[config.mk]
export PLATFORM = sky130hd
export DESIGN_NAME = oscsw_ctrl
export DESIGN_NICKNAME = d
export VERILOG_FILES = /design/src/rtl/oscsw_pkg.sv /design/src/rtl/oscsw_ctrl.sv
export SDC_FILE = /design/constraint.sdc
export NUM_CORES = 1
export LEC_CHECK = 0
export ABC_AREA = 0
export BUFFER_PORTS_ARGS = -buffer_cell sky130_fd_sc_hd__clkbuf_2
export CORE_ASPECT_RATIO = 0.6
export CORE_MARGIN = 2
export CORE_UTILIZATION = 35
export CTS_BUF_LIST = sky130_fd_sc_hd__clkbuf_4
export CTS_CLUSTER_DIAMETER = 60
export CTS_CLUSTER_SIZE = 28
export DETAILED_ROUTE_END_ITERATION = 12
export GPL_TIMING_DRIVEN = 0
export PLACE_DENSITY_LB_ADDON = 0.1
export SETUP_SLACK_MARGIN = 0.02
export SLEW_MARGIN = 5
export SYNTH_ARGS = -nofsm -noshare
export SYNTH_HDL_FRONTEND = slang
export SYNTH_SLANG_ARGS = --single-unit
[constraint.sdc]
create_clock -name aclk -period 2.7 [get_ports aclk]
set_clock_uncertainty 0.05 [all_clocks]
set_input_delay 0.27 -clock aclk [delete_from_list [all_inputs] [get_ports aclk]]
set_output_delay 0.27 -clock aclk [all_outputs]
set_load 0.1 [all_outputs]
[src/rtl/oscsw_pkg.sv]
// Constants, types and register map of the oscillator switch controller
package oscsw_pkg;
  localparam logic [7:0]  ADDR_OSC_CTRL  = 8'h00;
  localparam logic [7:0]  ADDR_PLL_MULT  = 8'h04;
  localparam logic [7:0]  ADDR_RC_TUNE   = 8'h08;
  localparam logic [7:0]  ADDR_UNLOCK    = 8'h0c;
  localparam logic [7:0]  ADDR_STATUS    = 8'h10;
  localparam logic [31:0] UNLOCK_KEY     = 32'h0000_a55a;
  // Control register field positions
  localparam int          CUR_LSB        = 12;
  localparam int          NEW_LSB        = 8;
  localparam int          CLK_LOCK_BIT   = 7;
  localparam int          PLL_LOCK_BIT   = 5;
  localparam int          FAIL_BIT       = 3;
  localparam int          SEC_EN_BIT     = 1;
  localparam int          SW_REQ_BIT     = 0;
  // Reset values
  localparam logic [8:0]  PLL_MULT_RST   = 9'h030;
  localparam logic [5:0]  RC_TRIM_RST    = 6'h00;
  // Timing counts in cycles of the new source
  localparam logic [3:0]  HANDOVER_TICKS = 4'ha;
  localparam int          OST_TICKS_DEF  = 1024;
  localparam logic [1:0]  RESP_OKAY      = 2'h0;
  localparam logic [1:0]  RESP_SLVERR    = 2'h2;

  typedef enum logic [2:0] {
    SRC_FRC      = 3'h0,
    SRC_FRC_PLL  = 3'h1,
    SRC_PRI      = 3'h2,
    SRC_PRI_PLL  = 3'h3,
    SRC_SEC      = 3'h4,
    SRC_LOW_POWER_RC     = 3'h5,
    SRC_FRC_D16  = 3'h6,
    SRC_FRC_DN   = 3'h7
  } oscsw_src_e;

  typedef enum logic [1:0] {
    ST_IDLE = 2'h0,
    ST_WAIT = 2'h1,
    ST_HAND = 2'h2
  } oscsw_state_e;

  // One bit per oscillator: enables out, clock ticks in
  typedef struct packed {
    logic fast_rc_source;
    logic pri;
    logic sec;
    logic low_power_rc;
    logic pll;
  } oscsw_osc_s;

  typedef struct packed {
    logic switch_enable_config;
    logic lock_permit_config;
    logic [2:0] initial_source_config;
    logic primary_is_crystal;
    logic wdt_enable;
  } oscsw_cfg_s;
endpackage
[src/rtl/oscsw_ctrl.sv]
// Oscillator selection, clock switch sequencer and fail-safe monitor
//
// What this block does
// - PLL multiplier is 9 bits, factor is value plus two, reset 50.
// - RC trim is 6-bit two's complement, 0.375 percent steps, resets zero.
// - Switching and fail monitor only work when switch-enable config is zero.
// - Switching off: new-source field ignored, current shows initial config.
// - Switching off: switch request bit held at zero.
// - Request with new equal to current clears request, does nothing else.
// - Real switch start clears PLL lock status and clock-fail flag.
// - Enable new source, wait crystal timer and PLL lock as needed.
// - After ready, count ten new-source cycles, then change over.
// - On changeover clear request and copy new source to current.
// - Turn old source off, except LOW_POWER_RC for watchdog/monitor, secondary if enabled.
// - Switching runs in background, never stalls the processor.
// - Monitor enabled keeps LOW_POWER_RC running except in sleep.
// - Oscillator failure raises trap and forces clock to fast RC.
// - Failure while on PLL falls back to fast RC with PLL.
// - Source codes 000 to 111 as enumerated in the package.
// - Clock-fail flag set by monitor, stays until software clears or a real switch starts.
// - Clock lock bit with lock permit config freezes clock and PLL setup.
//
// Implementation choices: the register addresses and the AXI4-Lite interface to the registers.
`timescale 1ns/1ps
module oscsw_ctrl
  import oscsw_pkg::*;
#(
  parameter int OST_TICKS = OST_TICKS_DEF
)(
  input  wire logic        aclk,
  input  wire logic        aresetn,
  input  wire logic [7:0]  s_axi_awaddr,
  input  wire logic        s_axi_awvalid,
  output logic             s_axi_awready,
  input  wire logic [31:0] s_axi_wdata,
  input  wire logic [3:0]  s_axi_wstrb,
  input  wire logic        s_axi_wvalid,
  output logic             s_axi_wready,
  output logic [1:0]       s_axi_bresp,
  output logic             s_axi_bvalid,
  input  wire logic        s_axi_bready,
  input  wire logic [7:0]  s_axi_araddr,
  input  wire logic        s_axi_arvalid,
  output logic             s_axi_arready,
  output logic [31:0]      s_axi_rdata,
  output logic [1:0]       s_axi_rresp,
  output logic             s_axi_rvalid,
  input  wire logic        s_axi_rready,
  input  wire oscsw_cfg_s  cfg,
  input  wire oscsw_osc_s  osc_tick,
  input  wire logic        pll_locked,
  input  wire logic        osc_fail,
  input  wire logic        sleep_mode,
  output oscsw_osc_s       osc_en,
  output logic [2:0]       sys_src,
  output logic [8:0]       pll_feedback_factor,
  output logic [5:0]       rc_trim_value,
  output logic             clock_fail_trap
);
  initial
  begin
    if (OST_TICKS < 1 || OST_TICKS > 2047)
      $error("OST_TICKS out of range");
  end

  oscsw_state_e state_r;
  logic [2:0]   cur_r;
  logic [2:0]   new_source_select_r;
  logic [2:0]   tgt_r;
  logic         sw_req_r;
  logic         clk_lock_r;
  logic         pll_lock_r;
  logic         cf_r;
  logic         sec_en_r;
  logic         unlock_r;
  logic [10:0]  cnt_r;
  logic         trap_r;
  logic         aw_hold_r;
  logic         w_hold_r;
  logic [7:0]   awaddr_r;
  logic [31:0]  wdata_r;
  logic [3:0]   wstrb_r;
  logic         sw_en;
  logic         locked;
  logic         fail_ev;
  logic         wr_go;
  logic         wr_ctrl;
  logic         wr_hi;
  logic         wr_lo;
  logic         start;
  logic         finish;
  logic         need_ost;
  logic         ready;
  logic         tgt_tick;
  logic         cur_pll;

  function automatic logic is_frc(input logic [2:0] s);
    is_frc = (s == SRC_FRC) || (s == SRC_FRC_PLL) || (s == SRC_FRC_D16) || (s == SRC_FRC_DN);
  endfunction

  function automatic logic is_pri(input logic [2:0] s);
    is_pri = (s == SRC_PRI) || (s == SRC_PRI_PLL);
  endfunction

  function automatic logic uses_pll(input logic [2:0] s);
    uses_pll = (s == SRC_FRC_PLL) || (s == SRC_PRI_PLL);
  endfunction

  function automatic logic tick_of(input logic [2:0] s, input oscsw_osc_s t);
    tick_of = (is_frc(s) & t.fast_rc_source) | (is_pri(s) & t.pri) | ((s == SRC_SEC) & t.sec)
            | ((s == SRC_LOW_POWER_RC) & t.low_power_rc);
  endfunction

  assign sw_en    = ~cfg.switch_enable_config;
  assign locked   = clk_lock_r & cfg.lock_permit_config;
  assign fail_ev  = sw_en & osc_fail & ~sleep_mode;
  assign cur_pll  = uses_pll(cur_r);
  assign start    = (state_r == ST_IDLE) & sw_req_r & sw_en & (new_source_select_r != cur_r) & ~fail_ev;
  assign need_ost = is_pri(tgt_r) & ~is_pri(cur_r) & cfg.primary_is_crystal;
  assign ready    = (~need_ost | (cnt_r >= 11'(OST_TICKS)))
                  & (~uses_pll(tgt_r) | pll_lock_r);
  assign tgt_tick = tick_of(tgt_r, osc_tick);
  assign finish   = (state_r == ST_HAND) & tgt_tick & (cnt_r[3:0] == HANDOVER_TICKS - 4'h1);

  // AXI4-Lite write channel, address and data taken in either order
  assign s_axi_awready = ~aw_hold_r & ~s_axi_bvalid;
  assign s_axi_wready  = ~w_hold_r & ~s_axi_bvalid;
  assign wr_go   = aw_hold_r & w_hold_r & ~s_axi_bvalid;
  assign wr_ctrl = wr_go & (awaddr_r == ADDR_OSC_CTRL) & unlock_r;
  assign wr_hi   = wr_ctrl & wstrb_r[1];
  assign wr_lo   = wr_ctrl & wstrb_r[0];

  always_ff @(posedge aclk)
  begin
    if (!aresetn)
    begin
      aw_hold_r    <= 1'b0;
      w_hold_r     <= 1'b0;
      awaddr_r     <= 8'h00;
      wdata_r      <= 32'h0000_0000;
      wstrb_r      <= 4'h0;
      s_axi_bvalid <= 1'b0;
      s_axi_bresp  <= RESP_OKAY;
    end
    else
    begin
      if (s_axi_awvalid && s_axi_awready)
      begin
        aw_hold_r <= 1'b1;
        awaddr_r  <= s_axi_awaddr;
      end
      if (s_axi_wvalid && s_axi_wready)
      begin
        w_hold_r <= 1'b1;
        wdata_r  <= s_axi_wdata;
        wstrb_r  <= s_axi_wstrb;
      end
      if (wr_go)
      begin
        aw_hold_r    <= 1'b0;
        w_hold_r     <= 1'b0;
        s_axi_bvalid <= 1'b1;
        s_axi_bresp  <= (awaddr_r <= ADDR_STATUS && awaddr_r[1:0] == 2'h0) ? RESP_OKAY
                                                                          : RESP_SLVERR;
      end
      else if (s_axi_bready)
        s_axi_bvalid <= 1'b0;
    end
  end

  // Read channel, one cycle answer
  assign s_axi_arready = ~s_axi_rvalid;

  always_ff @(posedge aclk)
  begin
    if (!aresetn)
    begin
      s_axi_rvalid <= 1'b0;
      s_axi_rdata  <= 32'h0000_0000;
      s_axi_rresp  <= RESP_OKAY;
    end
    else if (s_axi_arvalid && s_axi_arready)
    begin
      s_axi_rvalid <= 1'b1;
      s_axi_rresp  <= RESP_OKAY;
      s_axi_rdata  <= 32'h0000_0000;
      case (s_axi_araddr)
        ADDR_OSC_CTRL:
          s_axi_rdata <= {17'h0, cur_r, 1'b0, new_source_select_r, clk_lock_r, 1'b0, pll_lock_r, 1'b0,
                          cf_r, 1'b0, sec_en_r, sw_req_r};
        ADDR_PLL_MULT: s_axi_rdata <= {23'h0, pll_feedback_factor};
        ADDR_RC_TUNE:  s_axi_rdata <= {26'h0, rc_trim_value};
        ADDR_UNLOCK:   s_axi_rdata <= {31'h0, unlock_r};
        ADDR_STATUS:   s_axi_rdata <= {25'h0, state_r, osc_en};
        default:       s_axi_rresp <= RESP_SLVERR;
      endcase
    end
    else if (s_axi_rready)
      s_axi_rvalid <= 1'b0;
  end

  // One-shot unlock, spent by the next control register write
  always_ff @(posedge aclk)
  begin
    if (!aresetn)
      unlock_r <= 1'b0;
    else if (wr_go && awaddr_r == ADDR_UNLOCK)
      unlock_r <= (wdata_r == UNLOCK_KEY);
    else if (wr_go && awaddr_r == ADDR_OSC_CTRL)
      unlock_r <= 1'b0;
  end

  // PLL multiplier and RC trim
  always_ff @(posedge aclk)
  begin
    if (!aresetn)
    begin
      pll_feedback_factor <= PLL_MULT_RST;
      rc_trim_value       <= RC_TRIM_RST;
    end
    else if (wr_go)
    begin
      if (awaddr_r == ADDR_PLL_MULT && !locked)
      begin
        if (wstrb_r[0])
          pll_feedback_factor[7:0] <= wdata_r[7:0];
        if (wstrb_r[1])
          pll_feedback_factor[8] <= wdata_r[8];
      end
      if (awaddr_r == ADDR_RC_TUNE && wstrb_r[0])
        rc_trim_value <= wdata_r[5:0];
    end
  end

  // Software-held control bits
  always_ff @(posedge aclk)
  begin
    if (!aresetn)
    begin
      new_source_select_r     <= cfg.initial_source_config;
      clk_lock_r <= 1'b0;
      sec_en_r   <= 1'b0;
    end
    else
    begin
      if (wr_hi && !locked)
        new_source_select_r <= wdata_r[NEW_LSB +: 3];
      if (wr_lo)
      begin
        clk_lock_r <= wdata_r[CLK_LOCK_BIT];
        sec_en_r   <= wdata_r[SEC_EN_BIT];
      end
    end
  end

  // Switch request: software set wins over hardware clear
  always_ff @(posedge aclk)
  begin
    if (!aresetn || !sw_en)
      sw_req_r <= 1'b0;
    else if (wr_lo && wdata_r[SW_REQ_BIT] && !locked)
      sw_req_r <= 1'b1;
    else if (fail_ev || finish)
      sw_req_r <= 1'b0;
    else if (state_r == ST_IDLE && sw_req_r && new_source_select_r == cur_r)
      sw_req_r <= 1'b0;
  end

  // Clock-fail flag, sticky; monitor set wins over any clear
  always_ff @(posedge aclk)
  begin
    if (!aresetn)
      cf_r <= 1'b0;
    else if (fail_ev)
      cf_r <= 1'b1;
    else if (start)
      cf_r <= 1'b0;
    else if (wr_lo && !wdata_r[FAIL_BIT])
      cf_r <= 1'b0;
  end

  always_ff @(posedge aclk)
  begin
    if (!aresetn || start)
      pll_lock_r <= 1'b0;
    else
      pll_lock_r <= osc_en.pll & pll_locked;
  end

  always_ff @(posedge aclk)
  begin
    if (!aresetn)
      trap_r <= 1'b0;
    else
      trap_r <= fail_ev;
  end
  assign clock_fail_trap = trap_r;

  // Background switch sequencer; the core is never held
  always_ff @(posedge aclk)
  begin
    if (!aresetn)
    begin
      state_r <= ST_IDLE;
      cur_r   <= cfg.initial_source_config;
      tgt_r   <= cfg.initial_source_config;
      cnt_r   <= 11'h000;
    end
    else if (!sw_en)
    begin
      state_r <= ST_IDLE;
      cur_r   <= cfg.initial_source_config;
    end
    else if (fail_ev)
    begin
      state_r <= ST_IDLE;
      cur_r   <= cur_pll ? SRC_FRC_PLL : SRC_FRC;
    end
    else
    begin
      case (state_r)
        ST_IDLE:
          if (start)
          begin
            tgt_r   <= new_source_select_r;
            cnt_r   <= 11'h000;
            state_r <= ST_WAIT;
          end
        ST_WAIT:
          if (ready)
          begin
            cnt_r   <= 11'h000;
            state_r <= ST_HAND;
          end
          else if (tgt_tick && cnt_r < 11'(OST_TICKS))
            cnt_r <= cnt_r + 11'h001;
        ST_HAND:
          if (finish)
          begin
            cur_r   <= tgt_r;
            state_r <= ST_IDLE;
          end
          else if (tgt_tick)
            cnt_r <= cnt_r + 11'h001;
        default:
          state_r <= ST_IDLE;
      endcase
    end
  end

  // Oscillator enables: current, pending target, and kept-alive sources
  always_comb
  begin
    logic busy;
    busy         = (state_r != ST_IDLE);
    osc_en.fast_rc_source   = is_frc(cur_r) | (busy & is_frc(tgt_r));
    osc_en.pri   = is_pri(cur_r) | (busy & is_pri(tgt_r));
    osc_en.sec   = (cur_r == SRC_SEC) | (busy & (tgt_r == SRC_SEC)) | sec_en_r;
    osc_en.low_power_rc  = (cur_r == SRC_LOW_POWER_RC) | (busy & (tgt_r == SRC_LOW_POWER_RC))
                 | ((cfg.wdt_enable | sw_en) & ~sleep_mode);
    osc_en.pll   = cur_pll | (busy & uses_pll(tgt_r));
  end
  assign sys_src = cur_r;

  property p_redundant;
    @(posedge aclk) disable iff (!aresetn)
    (state_r == ST_IDLE && sw_req_r && sw_en && new_source_select_r == cur_r && !wr_lo && !fail_ev)
      |=> !sw_req_r && state_r == ST_IDLE;
  endproperty
  a_redundant: assert property (p_redundant) else $error("redundant switch not dropped");

  property p_osw_held;
    @(posedge aclk) disable iff (!aresetn)
    !sw_en [*2] |-> !sw_req_r;
  endproperty
  a_osw_held: assert property (p_osw_held) else $error("request set while disabled");

  property p_disabled_src;
    @(posedge aclk) disable iff (!aresetn)
    !sw_en |=> sys_src == $past(cfg.initial_source_config);
  endproperty
  a_disabled_src: assert property (p_disabled_src) else $error("source not from config");

  property p_start_clear;
    @(posedge aclk) disable iff (!aresetn)
    start |=> !pll_lock_r && !cf_r && state_r == ST_WAIT;
  endproperty
  a_start_clear: assert property (p_start_clear) else $error("start did not clear flags");

  property p_finish;
    @(posedge aclk) disable iff (!aresetn)
    (finish && sw_en && !fail_ev) |=> sys_src == $past(tgt_r) && state_r == ST_IDLE;
  endproperty
  a_finish: assert property (p_finish) else $error("changeover not applied");

  property p_ten_ticks;
    @(posedge aclk) disable iff (!aresetn)
    finish |-> cnt_r == 11'h009 && state_r == ST_HAND;
  endproperty
  a_ten_ticks: assert property (p_ten_ticks) else $error("handover count wrong");

  property p_fail;
    @(posedge aclk) disable iff (!aresetn)
    fail_ev |=> clock_fail_trap && cf_r && is_frc(sys_src) && sys_src[2:1] == 2'h0
      && sys_src[0] == $past(cur_pll);
  endproperty
  a_fail: assert property (p_fail) else $error("failure fallback wrong");

  property p_low_power_rc;
    @(posedge aclk) disable iff (!aresetn)
    (sw_en && !sleep_mode) |-> osc_en.low_power_rc;
  endproperty
  a_low_power_rc: assert property (p_low_power_rc) else $error("LOW_POWER_RC stopped with monitor on");

  property p_cf_sticky;
    @(posedge aclk) disable iff (!aresetn)
    (cf_r && !start && !(wr_lo && !wdata_r[FAIL_BIT])) |=> cf_r;
  endproperty
  a_cf_sticky: assert property (p_cf_sticky) else $error("fail flag lost");

  property p_wait_ready;
    @(posedge aclk) disable iff (!aresetn)
    (state_r == ST_WAIT && !ready) |=> state_r != ST_HAND;
  endproperty
  a_wait_ready: assert property (p_wait_ready) else $error("handover before ready");

  c_switch: cover property (@(posedge aclk) disable iff (!aresetn) finish);
  c_redundant: cover property (@(posedge aclk) disable iff (!aresetn)
    state_r == ST_IDLE && sw_req_r && sw_en && new_source_select_r == cur_r);
  c_fail: cover property (@(posedge aclk) disable iff (!aresetn) fail_ev && cur_pll);
  c_ost: cover property (@(posedge aclk) disable iff (!aresetn) state_r == ST_WAIT && need_ost);
endmodule

# Word level (Yosys, flattened, before mapping)
# Cells that the tools add are included.
classes:
  addsub: 1
  magnitude_cmp: 3
  n_eq_ne: 40
  n_mux: 38
  bitwise_logic: 55
  n_reduce_logical: 54
op_table:
  columns: ["cell", "n"]
  rows:
  - ["case mux 15 bit (5 select lines)", 1]
  - ["two-way mux 11 bit", 5]
  - ["two-way mux 3 bit", 12]
  - ["case mux 11 bit (3 select lines)", 1]
  - ["== test 32 x 16 -> 1 bit, second input constant", 1]
  - ["== test 8 x 4 -> 1 bit, second input constant", 4]
  - ["AND 1 bit", 31]
  - ["== test 3 bit, second input constant", 8]
  - ["== test 8 x 3 -> 1 bit, second input constant", 2]
  - ["logical NOT 8 bit", 2]
  - ["logical AND 1 bit", 15]
  - ["!= test 2 bit, second input constant", 7]
  - ["logical OR 1 bit", 13]
  - ["two-way mux 1 bit", 13]
  - ["OR 1 bit", 13]
  - ["== test 3 x 2 -> 1 bit, second input constant", 4]
  - ["adder 11 x 1 -> 11 bit, second input constant", 1]
  - [">= comparator 11 bit, second input constant", 1]
  - ["less-than comparator 11 bit, second input constant", 1]
  - ["NOT 1 bit", 11]
  - ["two-way mux 2 bit", 5]
  - ["AND reduction 3 bit", 3]
  - ["nonzero test 3 bit", 3]
  - ["== test 8 x 5 -> 1 bit, second input constant", 1]
  - ["other kinds (21)", 33]
word_totals:
  regBits: 126
  out_inout_bits: 65
  elab_cells: 216

# Longest topological paths before layout
# Gate-level depths: netlist of the first run.
logic_depth:
  word_depth: 15
  mapped_depth: 8

# Least setup slack after synthesis of the first run
# No wires, ideal clock.
synth_timing:
  path_kind: "flip-flop to flip-flop"
  start: "reg tgt_r[2]"
  end: "reg s_axi_rdata[3]"
  setup_time_ps: 75
  arrival_time_ps: 3486
  path_slack_ps: -911
  path_stages_with_launch: 8
  n_path_buf: 0
  synth_period_minus_slack_ps: 3611
  path_cell_list: "edfxtp_1 -> inv_1 -> ha_1 -> inv_1 -> o21ai_0 -> mux2_2 -> a21oi_1 -> o21ai_0"
synth_rtl:
  columns: ["element", "line_no", "text"]
  rows:
  - ["start: declaration", "oscsw_ctrl.sv:69", "logic [2:0] tgt_r;"]
  - ["start signal: assignment", "oscsw_ctrl.sv:306", "tgt_r <= cfg.initial_source_config;"]
  - ["start signal: assignment", "oscsw_ctrl.sv:325", "tgt_r <= new_source_select_r;"]
  - ["end signal: assignment", "oscsw_ctrl.sv:189", "s_axi_rdata <= {17'h0, cur_r, 1'b0, new_source_select_r, clk_lock_r, 1'b0, pll_lock_r, 1'b0,"]
  - ["end signal: assignment", "oscsw_ctrl.sv:191", "ADDR_PLL_MULT: s_axi_rdata <= {23'h0, pll_feedback_factor};"]
  - ["end signal: assignment", "oscsw_ctrl.sv:192", "ADDR_RC_TUNE: s_axi_rdata <= {26'h0, rc_trim_value};"]
  - ["end: declaration", "oscsw_ctrl.sv:45", "output logic [31:0] s_axi_rdata,"]

==> flow_summary.ini, run 1 <==
[status]
status = finished clean

[floorplan]
die-area_mm2 = 0.0152
start_util = 0.361
core_area_mm2 = 0.0137
pin_count = 139
num_rows = 33
die-height_um = 96.3
dieWidth_um = 158

[global_route]
antenna_found_initial = 0
grt_pass1_vias = 4248
gr-total-overflow = 0
grt_usage = 0.205
grt_max_degree = 18
grt_first_pass_wirelength_um = 23300

[timing]
setup_violations = 0
tns_ns = 0
clock.fmax_mhz = 392
timing.final.ws_setup_ns = 0.146
rsz0062_at_grt = yes
holdWs_ns = 0.0511
slew_violations = 0
worst_pin_slew_ns = 0.968
hold_violations = 0
fin_crit_sh = 0.946
fin_crit_ns = 2.55
slew_headroom = 0.349

[clock_tree]
clk_latency_ns = 0.47
clk_pin_slew_ns = 0.17
cts_tree = done
h-tree-depth = 3
numCtsBuffers = 9
clkSinkCount = 106
cts_buffer_depth = 2
clock-root-buffer = clkbuf_4

[setup_path]
critPathMaxStageDelay_ns = 0.52
cp_max_fo = 7
critPathLaunch = state_r[1]
worstSetupPathType = flop to output port
path_cells = inv_1 > ha_1 > nand4bb_1 > o211ai_1 > clkbuf_2
reg2reg_to = cnt_r[7]
r2r_start = tgt_r[2]
cp_num_buf_inv = 2
r2r_slack_ns = 0.17
worstSetupEndpointType = output port
crit_path_end = osc_en[1]
worst_path_max_delay_cell = clkbuf_2
crit_family = buffers and inverters
worstRegToRegCells = 8
required_ns = 2.38
crit_arrival_ns = 2.23
crit_cells = 5
cp-start-kind = flop

[synthesis]
yosysWarningCount = 0
synth_area_leaders = dfxtp_1, nand2_1, a21oi_1, edfxtp_1, mux2i_1
seq_area_frac_synth = 0.445
synth_edf_count = 9
netlist_area_mm2 = 0.00497
synth_top_cell_area_share = 0.391
postSynth.asyncResetShare = 0
yosysTopAreaCell = dfxtp_1
synth_cell_type_count = 62
syn-instance-count = 586
avgSynthCellArea_um2 = 8.48
yosys_most_used_dff = dfxtp_1
synth_seq_cells = 106

[finish]
layout_common_cells = nand2_1, clkbuf_2, dfxtp_1
nNetsFinal = 858
area_delta_synth_final_pct = 31.3
fin_util = 0.475
diodes = 0
layout-drive-gt1-share = 0.221
final_common_cell = nand2_1

[hold_path]
holdCritStartpoint = cfg[4]
min_path_type = input port to flop

[route]
drc_errors = 0
via_count = 4886
dr.pass1.iters = 5
drtAntennaViolNets = 0
drtIter0Drc = 382
vias_per_cell = 5.02
avgRoutedWirePerCell_um = 16.3
wl_um = 15900

[pwr]
power_w = 0.00336
ir_drop_v = 0.000245
powerDensity_mw_per_mm2 = 514
p_leak_nw = 2.68

[flow_run]
cap_violations = 0

[place]
pre_cts_slack_ns = 0.0497
portBuffers = 114
gp_congestion = 0.862
place_hpwl_um = 12000
==> routing by layer <==
layer,routed length [µm],vias up,GRT usage
met1,8180,2285,0.326
met5,0,-,0
met3,1310,8,0.0423
li1,-,2396,-
met4,107,0,0.0341
met2,6300,197,0.278
==> power breakdown <==
| group | internal, W | leakage [nW] | switching [W] | total, W |
|---|---|---|---|---|
| clock | 0.000374 | 0.0800 | 0.000545 | 0.000919 |
| sequential | 0.00165 | 0.881 | 0.0000672 | 0.00172 |
| combinational | 0.000206 | 1.72 | 0.000513 | 0.000719 |
==> what timing repair did <==
action	CTS	global route
endpoints found under the hold margin	45	0
setup buffers	0	1
resized for setup	2	7
hold buffers	46	0
endpoints found under the setup margin	9	15
==> sequential cells by signal, indices dropped and copies added, names as in the netlist, 3 cells and up <==
signal	count
s_axi_rdata	14
awaddr_r	8
cnt_r	11
pll_feedback_factor	9
tgt_r	3
new_source_select_r	3
sys_src	3
wdata_r	32
rc_trim_value	6
==> logic make-up after synthesis <==
logic type               share of synthesized area
AO/OA/AOI/OAI                                0.165
buffers and inverters                       0.0660
flip-flops                                   0.445
other                                     0.000755
adder cells (fa/ha/maj)                     0.0176
AND/OR/NAND/NOR                              0.247
multiplexers                                0.0539
XOR/XNOR                                   0.00529
==> synth_stat cells, types with 4 or more instances <==
master and number:
buf_4 20, nand2_1 132, mux2_2 4, a32o_1 9, nand2b_1 8, nor3_1 13
edfxtp_1 9, nand3_1 9, dfxtp_1 97, o21ai_0 17, or3_1 4, ha_1 7
buf_1 4, a21oi_1 58, a211o_1 10, nor2_1 38, mux2i_1 20, nor2b_1 7
a22oi_1 6, clkbuf_1 23, inv_1 18, nor4_1 8
==> worst reg2reg max path: cells and delay by family (launching register included) <==
kind / cells / cell delay (ns)
compound gates: 4 / 1.08
fa+ha+maj: 1 / 0.24
buf+inv: 2 / 0.42
flops: 1 / 0.49
simple gates: 1 / 0.17
==> final cells by class <==
cell class                 count  area, µm²
tap                          192        240
sequential                   106       2210
timing repair buffer         161       1050
buffer                        48        259
multi-input combinational    432       2530
clock buffer                   9       67.6
clock inverter                 7       92.6
fill                        1393       7220
inverter                      19       71.3
==> worst min-delay path by stage <==
stage	depth (start not counted)	to
floorplan	1	s_axi_rvalid
global placement	1	s_axi_rdata[4]
detailed placement	2	wdata_r[16]
CTS	3	sys_src[2]
global route	3	sys_src[2]
finish	3	sys_src[2]
==> stage by stage <==
stage,instance area (µm²),std cells
final,6530,974
after global routing,6530,974
after CTS,6490,973
after detailed placement,5860,911
after global placement,5860,911
after floorplan,5050,605
No activity file was read; power rests on OpenSTA's default activity.
==> run 2: changes to the inputs <==
Settings changed: PLACE_DENSITY_LB_ADDON 0.1 to unset, SETUP_SLACK_MARGIN 0.02 to 0.3, SLEW_MARGIN 5 to unset.
==> run 2 against run 1 <==
- combinational power grew 5.0%
- register-to-register slack gained 0.17 ns
- highest routed layer unchanged
- clock power shrank 7.7%
- maximum frequency grew 8.4%
- largest cell class unchanged
==> flow_summary.ini, run 2 (synthesis results as in run 1) <==
[timing]
worst_pin_slew_ns = 0.913
rsz0062_at_grt = no
slew_violations = 0
slew_headroom = 0.386
clock.fmax_mhz = 425
fin_crit_ns = 2.36
tns_ns = 0
hold_violations = 0
holdWs_ns = 0.0233
setup_violations = 0
fin_crit_sh = 0.872

[route]
avgRoutedWirePerCell_um = 16.2
wl_um = 16000
vias_per_cell = 5.05
dr.pass1.iters = 5
drc_errors = 0
via_count = 4981
drtAntennaViolNets = 0
drtIter0Drc = 260

[pwr]
switchingPower_w = 0.00112
p_sw_frac = 0.338
pwr-share-comb = 0.227
p_leak_nw = 2.78
p_int_w = 0.00220
seq_power_share = 0.517
clkPwrFrac = 0.255
ir_drop_v = 0.000209
powerDensity_mw_per_mm2 = 493

[clock_tree]
clk_latency_ns = 0.47
clk_pin_slew_ns = 0.15
clkSinkCount = 106
numCtsBuffers = 9
h-tree-depth = 3
clock-root-buffer = clkbuf_4
cts_tree = done
cts_buffer_depth = 2

[global_route]
antenna_found_initial = 0
grt_first_pass_wirelength_um = 23300
grt_pass1_vias = 4394
grt_usage = 0.204
gr-total-overflow = 0
grt_max_degree = 17

[finish]
diodes = 0
area_delta_synth_final_pct = 35.4
layout-drive-gt1-share = 0.259
reg_top3 = wdata_r x32, s_axi_rdata x14, cnt_r x11
nFillCells = 1349
layout_common_cells = nand2_1, clkbuf_2, dfxtp_1
final_common_cell = nand2_1
top_register = wdata_r
nNetsFinal = 871
largest_reg_flops = 32

[flow_run]
cap_violations = 0

[hold_path]
hold_depth = 3
min_path_type = input port to flop

[setup_path]
cp-start-kind = flop
worstSetupPathType = flop to flop
worstSetupEndpointType = flop
required_ns = 3.03
cp_max_fo = 6
worstRegToRegCells = 7
crit_arrival_ns = 2.68

[place]
place_hpwl_um = 11800
portBuffers = 114
gp_congestion = 0.851

[floorplan]
num_rows = 33
dieWidth_um = 158
die-area_mm2 = 0.0152
pin_count = 139
die-height_um = 96.3
start_util = 0.361
core_area_mm2 = 0.0137

[status]
status = finished clean
[run 2: changes by cell type in the layout (fill, tap and decap cells not counted), sizes merged]
| cell | previous run | this run |
|---|---|---|
| bufinv | 2 | 1 |
| clkinv | 3 | 4 |
| clkbuf | 146 | 148 |
| dlygate4sd3 | 46 | 45 |
| clkdlybuf4s15 | 0 | 1 |
| clkinvlp | 2 | 0 |
| buf | 26 | 40 |
| inv | 19 | 18 |
[run 2: repair_timing]
| action | 4_1_cts | 5_1_grt |
|---|---|---|
| endpoints found under the hold margin | 45 | 0 |
| hold buffers | 45 | 0 |
| setup buffers | 1 | 13 |
| resized for setup | 10 | 16 |
| gates cloned | 0 | 1 |
| endpoints found under the setup margin | 12 | 35 |
| pin swaps | 0 | 5 |
[run 2: worst max-delay path: stages (launching register included)]
cell	delay [ns]
edfxtp_1	0.56
and4bb_2	0.33
a311oi_2	0.29
o211ai_1	0.21
buf_4	0.20
buf_4	0.16
a211o_1	0.23
a32o_1	0.25
[run 2: area by class of cell]
class                           instances  area (µm²)  share of cell area
Tap cell                              192         240              0.0357
Multi-Input combinational cell        432        2600               0.386
Clock inverter                          4        52.6             0.00781
Buffer                                 48         265              0.0394
Sequential cell                       106        2220               0.330
Inverter                               19        71.3              0.0106
Clock buffer                           12        90.1              0.0134
Timing Repair Buffer                  174        1190               0.177
[run 2: routing by layer]
layer | global-route usage | routed length [µm] | up-vias
met4 | 0.0424 | 153 | 0
met2 | 0.287 | 6560 | 188
met1 | 0.305 | 8060 | 2348
li1 | - | - | 2428
met5 | 0 | 0 | -
met3 | 0.0599 | 1210 | 17
[run 2: worst paths after layout]
| path | startpoint | endpoint | slack, ns |
|---|---|---|---|
| worst min-delay path | s_axi_arvalid | s_axi_rvalid | 0.02 |
| worst min register to register | wdata_r[16] | wdata_r[16] | 0.41 |
| worst max-delay path | tgt_r[0] | cnt_r[10] | 0.34 |
| worst max register to register | tgt_r[0] | cnt_r[10] | 0.34 |
[run 2: power by group through the flow]
stage	Sequential [W]	Clock (W)	Combinational [W]
5_1_grt	0.00173	0.000909	0.000804
4_1_cts	0.00172	0.000858	0.000725
3_5_place_dp	0.00175	0	0.000661
6_report	0.00172	0.000848	0.000755
3_3_place_gp	0.00175	0	0.000653
2_1_floorplan	0.00179	0	0.000451
[run 2: per-stage QoR]
step                worst slack [ns]   util  power [W]  instance area [µm²]  instances
floorplan                    -0.0334      -    0.00224                 5090        605
global placement               0.336  0.429    0.00240                 5900        911
detailed placement             0.264  0.429    0.00241                 5900        911
CTS                            0.293  0.475    0.00330                 6540        973
global route                   0.285  0.490    0.00344                 6730        987
finish                         0.345  0.490    0.00332                 6730        987
==> run 3: changes to the inputs <==
Settings changed: CORE_UTILIZATION 35 to 55, PLACE_DENSITY set to 0.84.
Clock period 2.7 ns to 3 ns, I/O delays scaled along.
==> run 3 against run 2 <==
- routed wire length is 5.4% lower
- design area fell by 5.8%
- sequential power down 9.9%
- first-iteration DRC count grew 120%
- count of clock-buffer cells in the layout is 1 lower
- worst setup slack better by 0.039 ns
- combinational power shrank 15%
- power is 12% lower
- worst hold slack lost 0.0034 ns
- die area down 35%
- sequential share of layout area rose by 1.9 points
- cell count shrank 9.9%
- critical endpoint is now osc_en[0]
- largest cell class unchanged
==> flow_summary.ini, run 3 (synthesis results as in run 1) <==
[global_route]
grt_usage = 0.306
antenna_found_initial = 0
gr-total-overflow = 0
grt_first_pass_wirelength_um = 23400
grt_max_degree = 18
grt_pass1_vias = 4556

[pwr]
switchingPower_w = 0.000989
p_leak_nw = 2.66
p_int_w = 0.00194
seq_power_share = 0.528
clkPwrFrac = 0.252
pwr-share-comb = 0.220
p_sw_frac = 0.338
ir_drop_v = 0.000336
powerDensity_mw_per_mm2 = 462

[route]
drtIter0Drc = 566
dr.pass1.iters = 5
drc_errors = 0
via_count = 5150
wl_um = 15100
vias_per_cell = 5.79
avgRoutedWirePerCell_um = 17.0
drtAntennaViolNets = 0

[clock_tree]
clk_pin_slew_ns = 0.15
cts_tree = done
h-tree-depth = 3
cts_buffer_depth = 2
numCtsBuffers = 9
clock-root-buffer = clkbuf_4
clk_latency_ns = 0.47
clkSinkCount = 106

[floorplan]
die-area_mm2 = 0.00984
pin_count = 139
core_area_mm2 = 0.00865
die-height_um = 77.6
dieWidth_um = 127
start_util = 0.574
num_rows = 26

[setup_path]
r2r_slack_ns = 0.49
cp-start-kind = flop
crit_top_cell = inv_1
worstSetupPathType = flop to output port
reg2reg_to = cnt_r[5]
path_cells = inv_1 > ha_1 > inv_1 > nand2_1 > o21ai_1 > clkbuf_4
crit_family = buffers and inverters
cp_max_fo = 7
required_ns = 2.65
crit_arrival_ns = 2.27
worstRegToRegCells = 8
cp_num_buf_inv = 3
critPathMaxStageDelay_ns = 0.45
worstSetupEndpointType = output port
worst_path_max_delay_cell = dfxtp_1
r2r_start = tgt_r[2]

[finish]
layout-drive-gt1-share = 0.219
layout_common_cells = nand2_1, clkbuf_2, dfxtp_1
largest_reg_flops = 32
nNetsFinal = 853
nFillCells = 641
reg_top3 = wdata_r x32, s_axi_rdata x14, cnt_r x11
area_delta_synth_final_pct = 27.6
top_register = wdata_r
final_common_cell = nand2_1
final_cell_area_mm2 = 0.00634
diodes = 0

[place]
portBuffers = 114
dpl-instance-area_mm2 = 0.00576
gp_congestion = 0.961
place_hpwl_um = 11100

[timing]
worst_pin_slew_ns = 0.894
fin_crit_ns = 2.62
slew_headroom = 0.398
rsz0062_at_grt = yes
slew_violations = 0
hold_violations = 0
clock.fmax_mhz = 382
setup_violations = 0
tns_ns = 0
fin_crit_sh = 0.872

[hold_path]
min_path_type = input port to flop
whs_endpoint = wdata_r[6]
holdCritStartpoint = s_axi_wdata[6]
hold_depth = 3

[status]
status = finished clean

[flow_run]
cap_violations = 0
## run 3: changes by cell type in the layout (fill, tap and decap cells not counted), sizes merged
cell and delta:
inv +2, clkdlybuf4s15 -1, clkbuf -1, dlygate4sd3 -4, clkinv -1, buf -13
## run 3: power by group through the flow
stage / clock network, W / registers (W) / logic [W]
2_1_floorplan: 0 / 0.00161 / 0.000402
3_3_place_gp: 0 / 0.00157 / 0.000574
3_5_place_dp: 0 / 0.00157 / 0.000585
4_1_cts: 0.000745 / 0.00154 / 0.000625
5_1_grt: 0.000803 / 0.00155 / 0.000681
6_report: 0.000739 / 0.00155 / 0.000644
## run 3: layer usage
| layer | part of all wire | global-route usage |
|---|---|---|
| met3 | 0.11 | 0.0959 |
| met4 | 0.018 | 0.0703 |
| met2 | 0.43 | 0.461 |
| met1 | 0.44 | 0.431 |
| met5 | 0 | 0 |
## run 3: how the worst max path moves through the flow
stage	from	endpoint	slack (ns)	cells past startpoint
floorplan	sys_src[1]	s_axi_rdata[3]	0.11	5
global placement	state_r[1]	tgt_r[1]	0.48	5
detailed placement	state_r[1]	tgt_r[0]	0.43	5
CTS	state_r[1]	osc_en[0]	0.31	6
global route	state_r[0]	osc_en[0]	0.23	6
finish	state_r[1]	osc_en[0]	0.38	6
## run 3: per-stage QoR
stage,total power [W],worst slack (ns),utilization,cells,hold slack (ns)
after floorplan,0.00201,0.112,-,605,0.350
after global placement,0.00215,0.478,0.665,831,0.383
after detailed placement,0.00216,0.431,0.665,831,0.392
after CTS,0.00291,0.314,0.725,885,0.00155
after global routing,0.00304,0.230,0.733,889,0.00263
final,0.00293,0.384,0.733,889,0.0198
## run 3: layout make-up
cell class              instances  area [µm²]  share of cell area
multi-input cells             432        2520               0.397
repair buffers                156        1010               0.159
flip-flops and latches        106        2210               0.349
clock inverters                 5        53.8             0.00848
well taps                     112         140              0.0221
plain buffers                  48         258              0.0406
clock buffers                  11        82.6              0.0130
inverters                      19        71.3              0.0112
## run 3: what timing repair did
item,in CTS,in global routing
hold endpoints to repair,38,3
setup buffers,0,1
hold buffers,38,3
setup endpoints to repair,0,17
gates resized for setup,0,10
## run 3: worst min-delay path, cell delays in order
cell and delay [ns]:
clkbuf_2 0.08, nand2_1 0.06, a21oi_1 0.06
